## config.mk

```make
export PLATFORM = sky130hd
export DESIGN_NAME = board_housekeeping_regs
export DESIGN_NICKNAME = d
export VERILOG_FILES = /design/src/rtl/board_housekeeping_pkg.sv /design/src/rtl/board_housekeeping_regs.sv
export VERILOG_INCLUDE_DIRS = /design/src /design/src/rtl
export SDC_FILE = /design/constraint.sdc
export NUM_CORES = 1
export LEC_CHECK = 0
export BUFFER_PORTS_ARGS = -buffer_cell sky130_fd_sc_hd__buf_2
export CORE_ASPECT_RATIO = 0.5
export CORE_MARGIN = 1.5
export CORE_UTILIZATION = 25
export DETAILED_ROUTE_END_ITERATION = 8
export SYNTH_ARGS = -nofsm -noshare
export SYNTH_HDL_FRONTEND = slang
export SYNTH_SLANG_ARGS = --single-unit
```

## constraint.sdc

```tcl
create_clock -name CLK -period 2.8 [get_ports CLK]
set_clock_uncertainty 0.1 [all_clocks]
set_input_delay 0.42 -clock CLK [delete_from_list [all_inputs] [get_ports CLK]]
set_output_delay 0.42 -clock CLK [all_outputs]
set_load 0.05 [all_outputs]
```

## src/rtl/board_housekeeping_regs.svh

```systemverilog
// register offsets, field positions and timing counts of the housekeeping bank
// assumes a 40 ns clock period and 16-bit sequencer bus addresses
`ifndef BOARD_HOUSEKEEPING_REGS_SVH
`define BOARD_HOUSEKEEPING_REGS_SVH
// ==========================================================
// register offsets
`define ADDR_GLOBAL_EVENT 16'hFFF0
`define ADDR_INDICATOR_CTL 16'hFFF9
`define ADDR_SERIAL_NUM 16'hFFFA
`define ADDR_BOARD_TEMP 16'hFFFB
`define ADDR_MODE_CTL 16'hFFFC
`define ADDR_BOARD_STATUS 16'hFFFD
`define ADDR_IDENTITY 16'hFFFE
`define ADDR_FW_VERSION 16'hFFFF
`define ADDR_TELEM_BASE 16'h02E8
`define TELEM_CHANNELS 8
// ==========================================================
// field positions
`define EVT_NEW_IMAGE_BIT 15
`define EVT_FRAME_BIT 0
`define IND_FLASH_EN_BIT 0
`define TEMP_WIDTH 10
// ==========================================================
// timing
`define CLK_PERIOD_NS 40
`define CONV_WAIT_NS 35000
`define CONV_WAIT_CYC ((`CONV_WAIT_NS + `CLK_PERIOD_NS - 1) / `CLK_PERIOD_NS)
`define FLASH_MS 10
`define FLASH_CYC ((`FLASH_MS * 1000000) / `CLK_PERIOD_NS)
`define POR_MS 100
`define POR_CYC ((`POR_MS * 1000000 + `CLK_PERIOD_NS - 1) / `CLK_PERIOD_NS)
`define BOOT_MS 30
`define BOOT_CYC ((`BOOT_MS * 1000000) / `CLK_PERIOD_NS)
`endif

```

## src/rtl/board_housekeeping_pkg.sv

```systemverilog
// types shared by the housekeeping bank and its surroundings
// assumes the sequencer bus runs on the backplane clock
package board_housekeeping_pkg;
   // ==========================================================
   // sequencer bus request, one cycle strobes
   typedef struct packed {
      logic wr;
      logic rd;
      logic [15:0] addr;
      logic [31:0] wdata;
   } bus_req_t;
   // sequencer raised events
   typedef struct packed {
      logic new_image;
      logic frame;
   } seq_event_t;
   // reset and boot sequencing
   typedef enum logic [1:0] {PWR_HOLD, BOOTING, RUNNING} boot_state_t;
endpackage : board_housekeeping_pkg

```

## src/rtl/board_housekeeping_regs.sv

```systemverilog
// housekeeping register bank: events, indicator, serial, temperature, ids, resets
// assumes sequencer bus strobes are synchronous to CLK; sensor pins are not
`timescale 1ns/100ps
`include "board_housekeeping_regs.svh"

module board_housekeeping_regs import board_housekeeping_pkg::*; #(
   parameter int unsigned POR_CYC = `POR_CYC,
   parameter int unsigned BOOT_CYC = `BOOT_CYC,
   parameter int unsigned FLASH_CYC = `FLASH_CYC,
   // arbitrary identity and version values
   parameter logic [15:0] BOARD_ID = 16'h5A3C,
   parameter logic [15:0] FW_VERSION = 16'h0064
) (
   input wire logic CLK,
   input wire logic RST_B,
   input wire bus_req_t BUS_REQ,
   input wire logic SEL_B,
   input wire seq_event_t SEQ_EVENT,
   input wire logic PANEL_RST_B,
   input wire logic [31:0] SERIAL_PIN,
   input wire logic [9:0] TEMP_PIN,
   input wire logic [15:0] TELEM_PIN,
   output logic [31:0] RDATA,
   output logic RVALID,
   output logic LED,
   output logic POWER_ON_RESET_PIN_N,
   output logic OUTPUT_EN,
   output logic SOFT_RESET,
   output logic TEMP_START,
   output logic TELEM_START,
   output logic [2:0] TELEM_CHAN
);
   localparam int CONV_CYC = `CONV_WAIT_CYC;
   localparam int SW = $clog2(POR_CYC + BOOT_CYC + 1);
   localparam int FW = $clog2(FLASH_CYC + 1);
   localparam int CVW = $clog2(CONV_CYC + 1);

   // address hits the telemetry channel window
   function automatic logic telem_hit(input logic [15:0] a);
      telem_hit = (a >= `ADDR_TELEM_BASE) && (a < `ADDR_TELEM_BASE + 16'h0008);
   endfunction : telem_hit

   // ==========================================================
   // pin synchronisers
   logic panel_s1_r, panel_s2_r;
   logic [31:0] serial_s1_r, serial_s2_r;
   logic [9:0] temp_s1_r, temp_s2_r;
   logic [15:0] telem_s1_r, telem_s2_r;

   // two flops on every pin from outside the clock domain
   always_ff @(posedge CLK) begin
      panel_s1_r <= PANEL_RST_B;
      panel_s2_r <= panel_s1_r;
      serial_s1_r <= SERIAL_PIN;
      serial_s2_r <= serial_s1_r;
      temp_s1_r <= TEMP_PIN;
      temp_s2_r <= temp_s1_r;
      telem_s1_r <= TELEM_PIN;
      telem_s2_r <= telem_s1_r;
   end

   // ==========================================================
   // reset and boot sequencing
   boot_state_t st_r;
   logic [SW-1:0] seq_cnt_r;
   logic running;
   logic wr_go, rd_go, reboot_go, hold_req;

   assign running = (st_r == RUNNING);
   assign hold_req = !panel_s2_r || reboot_go;

   // hold 100ms after supply good, then boot for 30ms
   always_ff @(posedge CLK) begin
      if (!RST_B || hold_req) begin
         st_r <= PWR_HOLD;
         seq_cnt_r <= '0;
      end else begin
         unique case (st_r)
            PWR_HOLD: begin
               if (seq_cnt_r == SW'(POR_CYC - 1)) begin
                  st_r <= BOOTING;
                  seq_cnt_r <= '0;
               end else begin
                  seq_cnt_r <= seq_cnt_r + 1'b1;
               end
            end
            BOOTING: begin
               if (seq_cnt_r == SW'(BOOT_CYC - 1)) begin
                  st_r <= RUNNING;
               end else begin
                  seq_cnt_r <= seq_cnt_r + 1'b1;
               end
            end
            RUNNING: seq_cnt_r <= '0;
         endcase
      end
   end

   // reset pin low while held; outputs only once running
   always_ff @(posedge CLK) begin
      if (!RST_B) begin
         POWER_ON_RESET_PIN_N <= 1'b0;
         OUTPUT_EN <= 1'b0;
      end else begin
         POWER_ON_RESET_PIN_N <= (st_r != PWR_HOLD) && !hold_req;
         OUTPUT_EN <= running && !hold_req;
      end
   end

   // ==========================================================
   // bus decode, every flop on the backplane clock
   assign wr_go = running && !SEL_B && BUS_REQ.wr;
   assign rd_go = running && !SEL_B && BUS_REQ.rd && !BUS_REQ.wr;
   assign reboot_go = wr_go && (BUS_REQ.addr == `ADDR_FW_VERSION);

   logic soft_go;
   assign soft_go = wr_go && (BUS_REQ.addr == `ADDR_IDENTITY);

   // soft reset pulse one cycle after the write
   always_ff @(posedge CLK) begin
      if (!RST_B || !running) begin
         SOFT_RESET <= 1'b0;
      end else begin
         SOFT_RESET <= soft_go;
      end
   end

   // ==========================================================
   // configuration registers, defaults on any hard reset
   logic [15:0] evt_r;
   logic flash_en_r;
   logic [15:0] mode_ctl_r;
   logic first_txn_r;

   // events: host write or sequencer, sequencer set wins
   always_ff @(posedge CLK) begin
      if (!RST_B || !running) begin
         evt_r <= 16'h0000;
      end else begin
         if (wr_go && BUS_REQ.addr == `ADDR_GLOBAL_EVENT) begin
            evt_r[`EVT_NEW_IMAGE_BIT] <= BUS_REQ.wdata[`EVT_NEW_IMAGE_BIT]
               || SEQ_EVENT.new_image;
            evt_r[`EVT_FRAME_BIT] <= BUS_REQ.wdata[`EVT_FRAME_BIT]
               || SEQ_EVENT.frame;
         end else begin
            evt_r[`EVT_NEW_IMAGE_BIT] <= evt_r[`EVT_NEW_IMAGE_BIT] || SEQ_EVENT.new_image;
            evt_r[`EVT_FRAME_BIT] <= evt_r[`EVT_FRAME_BIT] || SEQ_EVENT.frame;
         end
      end
   end

   // indicator and mode control; only bit 0 of indicator kept
   always_ff @(posedge CLK) begin
      if (!RST_B || !running) begin
         flash_en_r <= 1'b0;
         mode_ctl_r <= 16'h0000;
      end else if (wr_go) begin
         if (BUS_REQ.addr == `ADDR_INDICATOR_CTL) begin
            flash_en_r <= BUS_REQ.wdata[`IND_FLASH_EN_BIT];
         end
         if (BUS_REQ.addr == `ADDR_MODE_CTL) begin
            mode_ctl_r <= BUS_REQ.wdata[15:0];
         end
      end
   end

   // first valid transaction since power-up or reboot
   always_ff @(posedge CLK) begin
      if (!RST_B || !running) begin
         first_txn_r <= 1'b0;
      end else if (wr_go || rd_go) begin
         first_txn_r <= 1'b1;
      end
   end

   // ==========================================================
   // front panel indicator
   logic sel_b_prev_r;
   logic flash_go;
   logic [FW-1:0] flash_cnt_r;

   assign flash_go = running && first_txn_r && flash_en_r && !SEL_B && sel_b_prev_r;

   // select history for edge detection
   always_ff @(posedge CLK) begin
      if (!RST_B) begin
         sel_b_prev_r <= 1'b1;
      end else begin
         sel_b_prev_r <= SEL_B;
      end
   end

   // flash timer, idled by soft reset
   always_ff @(posedge CLK) begin
      if (!RST_B || !running || SOFT_RESET) begin
         flash_cnt_r <= '0;
      end else if (flash_go) begin
         flash_cnt_r <= FW'(FLASH_CYC);
      end else if (flash_cnt_r != '0) begin
         flash_cnt_r <= flash_cnt_r - 1'b1;
      end
   end

   // lit until first transaction, then only during a flash
   always_ff @(posedge CLK) begin
      if (!RST_B) begin
         LED <= 1'b1;
      end else begin
         LED <= !first_txn_r || (flash_cnt_r != '0);
      end
   end

   // ==========================================================
   // temperature conversion
   logic [CVW-1:0] temp_cnt_r;
   logic [9:0] temp_r;
   logic temp_go;

   assign temp_go = wr_go && (BUS_REQ.addr == `ADDR_BOARD_TEMP) && (temp_cnt_r == '0);

   // write starts, value captured once the wait has run out
   always_ff @(posedge CLK) begin
      if (!RST_B || !running || SOFT_RESET) begin
         temp_cnt_r <= '0;
         TEMP_START <= 1'b0;
      end else begin
         TEMP_START <= temp_go;
         if (temp_go) begin
            temp_cnt_r <= CVW'(CONV_CYC);
         end else if (temp_cnt_r != '0) begin
            temp_cnt_r <= temp_cnt_r - 1'b1;
         end
      end
   end

   // signed quarter-degree reading
   always_ff @(posedge CLK) begin
      if (!RST_B || !running) begin
         temp_r <= 10'h000;
      end else if (temp_cnt_r == CVW'(1)) begin
         temp_r <= temp_s2_r;
      end
   end

   // ==========================================================
   // supply telemetry, one result word per channel
   logic [15:0] telem_mem [`TELEM_CHANNELS];
   logic [CVW-1:0] telem_cnt_r;
   logic telem_go;

   assign telem_go = wr_go && telem_hit(BUS_REQ.addr) && (telem_cnt_r == '0);

   // conversion timer and channel latch
   always_ff @(posedge CLK) begin
      if (!RST_B || !running || SOFT_RESET) begin
         telem_cnt_r <= '0;
         TELEM_START <= 1'b0;
         TELEM_CHAN <= 3'h0;
      end else begin
         TELEM_START <= telem_go;
         if (telem_go) begin
            telem_cnt_r <= CVW'(CONV_CYC);
            TELEM_CHAN <= BUS_REQ.addr[2:0];
         end else if (telem_cnt_r != '0) begin
            telem_cnt_r <= telem_cnt_r - 1'b1;
         end
      end
   end

   // result lands in the addressed channel's word
   always_ff @(posedge CLK) begin
      if (!RST_B || !running) begin
         for (int i = 0; i < `TELEM_CHANNELS; i++) begin
            telem_mem[i] <= 16'h0000;
         end
      end else if (telem_cnt_r == CVW'(1)) begin
         telem_mem[TELEM_CHAN] <= telem_s2_r;
      end
   end

   // ==========================================================
   // read path
   logic [15:0] status;
   logic [31:0] rd_nxt;

   // live board state
   assign status = {10'h000, OUTPUT_EN, first_txn_r, flash_en_r,
                    (temp_cnt_r != '0), (telem_cnt_r != '0), LED};

   // read multiplexer, unmapped addresses read zero
   always_comb begin
      rd_nxt = 32'h0000_0000;
      if (telem_hit(BUS_REQ.addr)) begin
         rd_nxt = {16'h0000, telem_mem[BUS_REQ.addr[2:0]]};
      end else begin
         unique case (BUS_REQ.addr)
            `ADDR_GLOBAL_EVENT: rd_nxt = {16'h0000, evt_r};
            `ADDR_INDICATOR_CTL: rd_nxt = {31'h0000_0000, flash_en_r};
            `ADDR_SERIAL_NUM: rd_nxt = serial_s2_r;
            `ADDR_BOARD_TEMP: rd_nxt = {{22{temp_r[9]}}, temp_r};
            `ADDR_MODE_CTL: rd_nxt = {16'h0000, mode_ctl_r};
            `ADDR_BOARD_STATUS: rd_nxt = {16'h0000, status};
            `ADDR_IDENTITY: rd_nxt = {16'h0000, BOARD_ID};
            `ADDR_FW_VERSION: rd_nxt = {16'h0000, FW_VERSION};
            default: rd_nxt = 32'h0000_0000;
         endcase
      end
   end

   // read answer one cycle after the strobe
   always_ff @(posedge CLK) begin
      if (!RST_B) begin
         RDATA <= 32'h0000_0000;
         RVALID <= 1'b0;
      end else begin
         RVALID <= rd_go;
         if (rd_go) begin
            RDATA <= rd_nxt;
         end
      end
   end
endmodule : board_housekeeping_regs

```

# Word-level counts from Yosys, hierarchy flattened
# Memory sizes are Yosys's and may differ from the RTL's.
# Index checks and enable logic that the tools add are counted.
# word_totals
out_inout_bits	42
word_cells	132
n_memories	1
ff_bits	253
mem_bits_rw	128
# classes
n_mux	24
reduce_logical	53
eq_ne	17
addsub	4
n_lt_le_gt_ge	2
# mem_list
memory	words	width	rd	rd_clocked_by_memory_dff	wr	line_no	source
telem_mem	8	16	1	0	8	board_housekeeping_regs.sv:247	logic [15:0] telem_mem [`TELEM_CHANNELS];
# ops
op	n
$pmux 32 s8	1
$eq 16x16->1 const B	8
$pmux 22 s3	1
$mux 22	2
$mux 10	4
$mux 18	2
$mux 32	1
$add 22x1->22 const B	1
$eq 22x20->1 const B	1
$eq 22x22->1 const B	1
$eq 10x1->1 const B	2
$logic_not 10->1	2
$reduce_bool 10->1	2
$sub 10x1->10 const B	2
$logic_and 1x1->1	18
$reduce_bool 18->1	1
$sub 18x1->18 const B	1
$ge 16x10->1 const B	1
$lt 16x10->1 const B	1
$mux 16	1
$reduce_or 16->1	1
$logic_or 1x1->1	10
$reduce_bool 2->1	5
$mux 1	8
other kinds (11)	23

# Longest topological paths before layout
# logic_depth
depth_word	7
depth_mapped	9
depth_no_buf	7

# Worst setup path before layout
# No wires, ideal clock.
# synth_timing
path_type	register -> register
from	register st_r[0]
to	memory telem_mem[7][0], enable pin
required_time_ns	2.289
synth_period_minus_slack_ns	2.911
path_stages_with_launch	7
arrival_time_ns	2.399
n_path_buf	1
slack_ns	-0.111
cell_sequence	dfxtp_1 -> inv_1 -> ha_1 -> and2_1 -> clkbuf_1 -> nand4_2 -> o21ai_0
# synth_rtl
element	line_no	source
start: declaration	board_housekeeping_regs.sv:64	boot_state_t st_r;
start signal: assignment	board_housekeeping_regs.sv:75	st_r <= PWR_HOLD;
start signal: assignment	board_housekeeping_regs.sv:81	st_r <= BOOTING;
start signal: assignment	board_housekeeping_regs.sv:89	st_r <= RUNNING;
end: declaration	board_housekeeping_regs.sv:247	

==> results.py <==
metrics = {
    "setup_path": {
        "ff2ff_path_depth": 8,
        "cp_num_cells": 8,
        "critPathArrivalTime_ps": 2540,
        "cp_common_cell": "sky130_fd_sc_hd__buf_4",
        "critical_path.max_stage_delay_ps": 320,
        "cp_top_family": "simple AND/OR/NAND/NOR gates",
        "path_max_fanout": 12,
        "start_kind": "flip-flop",
        "r2r-start": "st_r[0]",
        "critical-path-slowest-cell": "sky130_fd_sc_hd__dfxtp_1",
        "timing_worst_setup_path_type": "reg2reg",
        "path_cells": "inv_1 -> ha_1 -> and2_1 -> buf_4 -> nand4_2 -> nor3_2 -> nand2b_1 -> buf_4",
        "critPathCaptureType": "flip-flop",
        "path_buf_inv": 3,
        "crit-reg2reg-capture": "telem_mem[1][11]",
        "crit_start": "st_r[0]",
        "setup.worst_path.end": "telem_mem[1][11]",
        "worst_ep_required_time_ps": 2940,
        "r2r_slack_ps": 400,
    },
    "clocking": {
        "h_tree_level_count": 2,
        "cts-root-buf": "sky130_fd_sc_hd__clkbuf_16",
        "numCtsBuffers": 38,
        "cts_hold_buf": 59,
        "post_cts_resized": 0,
        "clkLatencyLatePin_ps": 550,
        "clk_pin_slew_ps": 60,
        "tritoncts": "yes",
        "cts-root-to-sink-buffers": 3,
        "tritoncts_num_sinks": 381,
        "cts_setup_buffers": 0,
    },
    "global_routing": {
        "pin_count_of_the_biggest_net_entering_global_routing": 31,
        "global_route.peak_usage_layer": "met2",
        "antenna_found_initial": 3,
        "grt_use_met2": 0.2150,
        "use_met1": 0.1403,
        "grt_pass1_wl_mm": 54.49,
        "first_global_vias": 9743,
        "gr-usage-met3": 0.01880,
        "overflow": 0,
        "grt.total_usage": 0.1181,
    },
    "outcome": {
        "run_status": "completed",
    },
    "synthesis": {
        "synthesis.instances": 1214,
        "post_synth_most_frequent_cells": "sky130_fd_sc_hd__dfxtp_1, sky130_fd_sc_hd__and2_1, sky130_fd_sc_hd__edfxtp_1",
        "yosysTopAreaCell": "sky130_fd_sc_hd__dfxtp_1",
        "synth.distinct_cells": 70,
        "synth_top_area_share": 0.3527,
        "synthTopCellsByArea": "sky130_fd_sc_hd__dfxtp_1, sky130_fd_sc_hd__edfxtp_1, sky130_fd_sc_hd__and2_1",
        "mappedNetlistArea_sq_um": 14360,
        "syn-num-nets": 1337,
        "synth_seq_cells": 381,
        "synth_enable_flop_cells": 128,
        "synth_sequential_area_ratio": 0.6204,
        "yosys.cell_count.top_type": "sky130_fd_sc_hd__dfxtp_1",
        "ys_warn_count": 0,
        "synth.avg_cell_area_sq_um": 11.83,
        "synthFlopType": "sky130_fd_sc_hd__dfxtp_1",
        "synth-async-reset-ratio": 0,
    },
    "route": {
        "drtAntennaViolNets": 0,
        "routed_via_density": 4.379,
        "drt_pass1_iterations": 5,
        "vias": 9818,
        "wirelength_mm": 35.34,
        "dr.first_iter.drc_count": 612,
        "drt-wirelength-per-cell_um": 15.76,
        "detail_route.drc_violations": 0,
    },
    "sta": {
        "totalNegativeSetupSlack_ps": 0,
        "worst_pin_slew_ps": 860.8,
        "timing_hold_violations_final": 0,
        "post-route-period-util": 0.8567,
        "final-max-slew-violation-count": 0,
        "final_period_minus_worst_setup_slack_ps": 2399,
        "rsz0062_at_grt": "false",
        "max_slew_headroom": 0.4113,
        "maxClockFrequency_ghz": 0.4169,
        "final-setup-viol-count": 0,
    },
    "final_layout": {
        "final_layout_size_suffix_gt1_frac": 0.2084,
        "postLayoutCellArea_sq_um": 18160,
        "syn_to_final_growth_pct": 26.44,
        "nFillCells": 5714,
        "design.final.nets": 1577,
    },
    "placed_design": {
        "detailed_place.area_sq_um": 16240,
        "io_buffer_count": 139,
        "place.gp.congestion": 0.8185,
        "place_hpwl_mm": 23.64,
    },
    "floorplanning": {
        "fp.dieW_um": 341.9,
        "die-area_sq_um": 58970,
        "rows": 61,
        "floorplan.core_area_sq_um": 56170,
        "die_height_um": 172.5,
        "floorplan.initialDensity": 0.2556,
        "top_level_ports": 156,
    },
    "power": {
        "leakage_uw": 0.007165,
        "irDropWorstVdd_mv": 0.3883,
        "cellPowerDensity_nw_per_um2": 631.0,
    },
    "hold_path": {
        "hp-start": "SEQ_EVENT[1]",
        "worstHoldPathType": "in2reg",
    },
    "run": {
        "max-cap-violations": 0,
    },
}
worst min-delay path: stages:
cell and delay, ps:
sky130_fd_sc_hd__buf_2 100, sky130_fd_sc_hd__inv_1 40, sky130_fd_sc_hd__a21oi_1 50
metrics by stage:
step,power [uW],instances,utilization,setup slack (ps),hold WS (ps)
global placement,6150,2111,0.2891,366.0,210.3
CTS,11590,2239,0.3231,392.7,1.982
floorplan,6009,1214,-,-110.6,209.6
global route,11840,2242,0.3232,206.1,9.364
detailed placement,6154,2111,0.2891,356.4,212.1
finish,11460,2242,0.3232,401.1,24.59
worst min path at each step:
stage                                 end  slack (ps)  cells past startpoint
final                           evt_r[15]          20                      3
after global routing         sel_b_prev_r           9                      2
after CTS                  mode_ctl_r[12]           2                      3
after detailed placement  serial_s2_r[10]         210                      0
after global placement    serial_s2_r[18]         210                      0
after floorplan                panel_s2_r         210                      0
flip-flops by register name (all words and copies together) (netlist names), 2 cells and up:
| signal | flops |
|---|---|
| temp_s2_r | 10 |
| RDATA | 32 |
| st_r | 2 |
| telem_cnt_r | 10 |
| mode_ctl_r | 16 |
| flash_cnt_r | 18 |
| telem_mem | 128 |
| telem_s2_r | 16 |
| TELEM_CHAN | 3 |
| telem_s1_r | 16 |
| serial_s1_r | 32 |
| seq_cnt_r | 22 |
| temp_cnt_r | 10 |
| temp_s1_r | 10 |
| evt_r | 2 |
| serial_s2_r | 32 |
| temp_r | 10 |
kinds of logic (layout without fill, tap and decap cells):
family                     count (synthesis)  in the layout  synth area share
xor gates and xnor gates                  35             35           0.02135
other                                      0              3                 0
and+or+nand+nor                          469            469            0.1809
DFF                                      381            381            0.6204
adders and majority gates                  9              9          0.007842
muxes                                     65             65           0.07066
AOI/OAI and AO/OA                        186            186           0.07886
buffers and inverters                     69            338           0.02004
cell usage in the layout, fill, tap and decap left out, drive strengths merged, types with 6 or more instances in the layout:
master       Yosys  routed
dfxtp          253     253
buf             16     197
and2           136     136
edfxtp         128     128
nor2           100     100
nand2           82      82
a21oi           69      69
dlygate4sd3      0      59
o21ai           50      50
clkbuf          40      46
mux2i           35      35
mux4            29      29
nand3           22      22
xor2            20      20
nor3            20      20
nand2b          19      19
nor4            19      19
inv             13      17
xnor2           15      15
nand4           15      15
a211oi          14      14
clkinv           0      13
a221oi          12      12
nor2b            9       9
ha               9       9
and3             8       8
or4              6       6
a31oi            6       6
power by group:
part | leakage (uW) | internal, uW | total (uW) | switching [uW]
logic | 0.00285 | 158 | 284 | 125
clock network | 0.000655 | 3160 | 5360 | 2210
registers | 0.00366 | 5770 | 5810 | 44.3
routing by layer:
| layer | up-vias | routed length (um) |
|---|---|---|
| met4 | 0 | 1059 |
| li1 | 4835 | - |
| met1 | 4759 | 14840 |
| met3 | 68 | 1163 |
| met5 | - | 0 |
| met2 | 156 | 18280 |
area by class of cell:
class	count	area, sq um	share of cell area
multi-input combinational	764	5166	0.2845
timing repair buffer	256	1759	0.09689
clock buffer	46	1044	0.05747
sequential	381	8909	0.4906
tap	756	945.9	0.05209
inverter	13	48.80	0.002687
antenna	3	7.507	0.0004135
clock inverter	23	277.8	0.01530
Power figures use the tool's default switching activity.
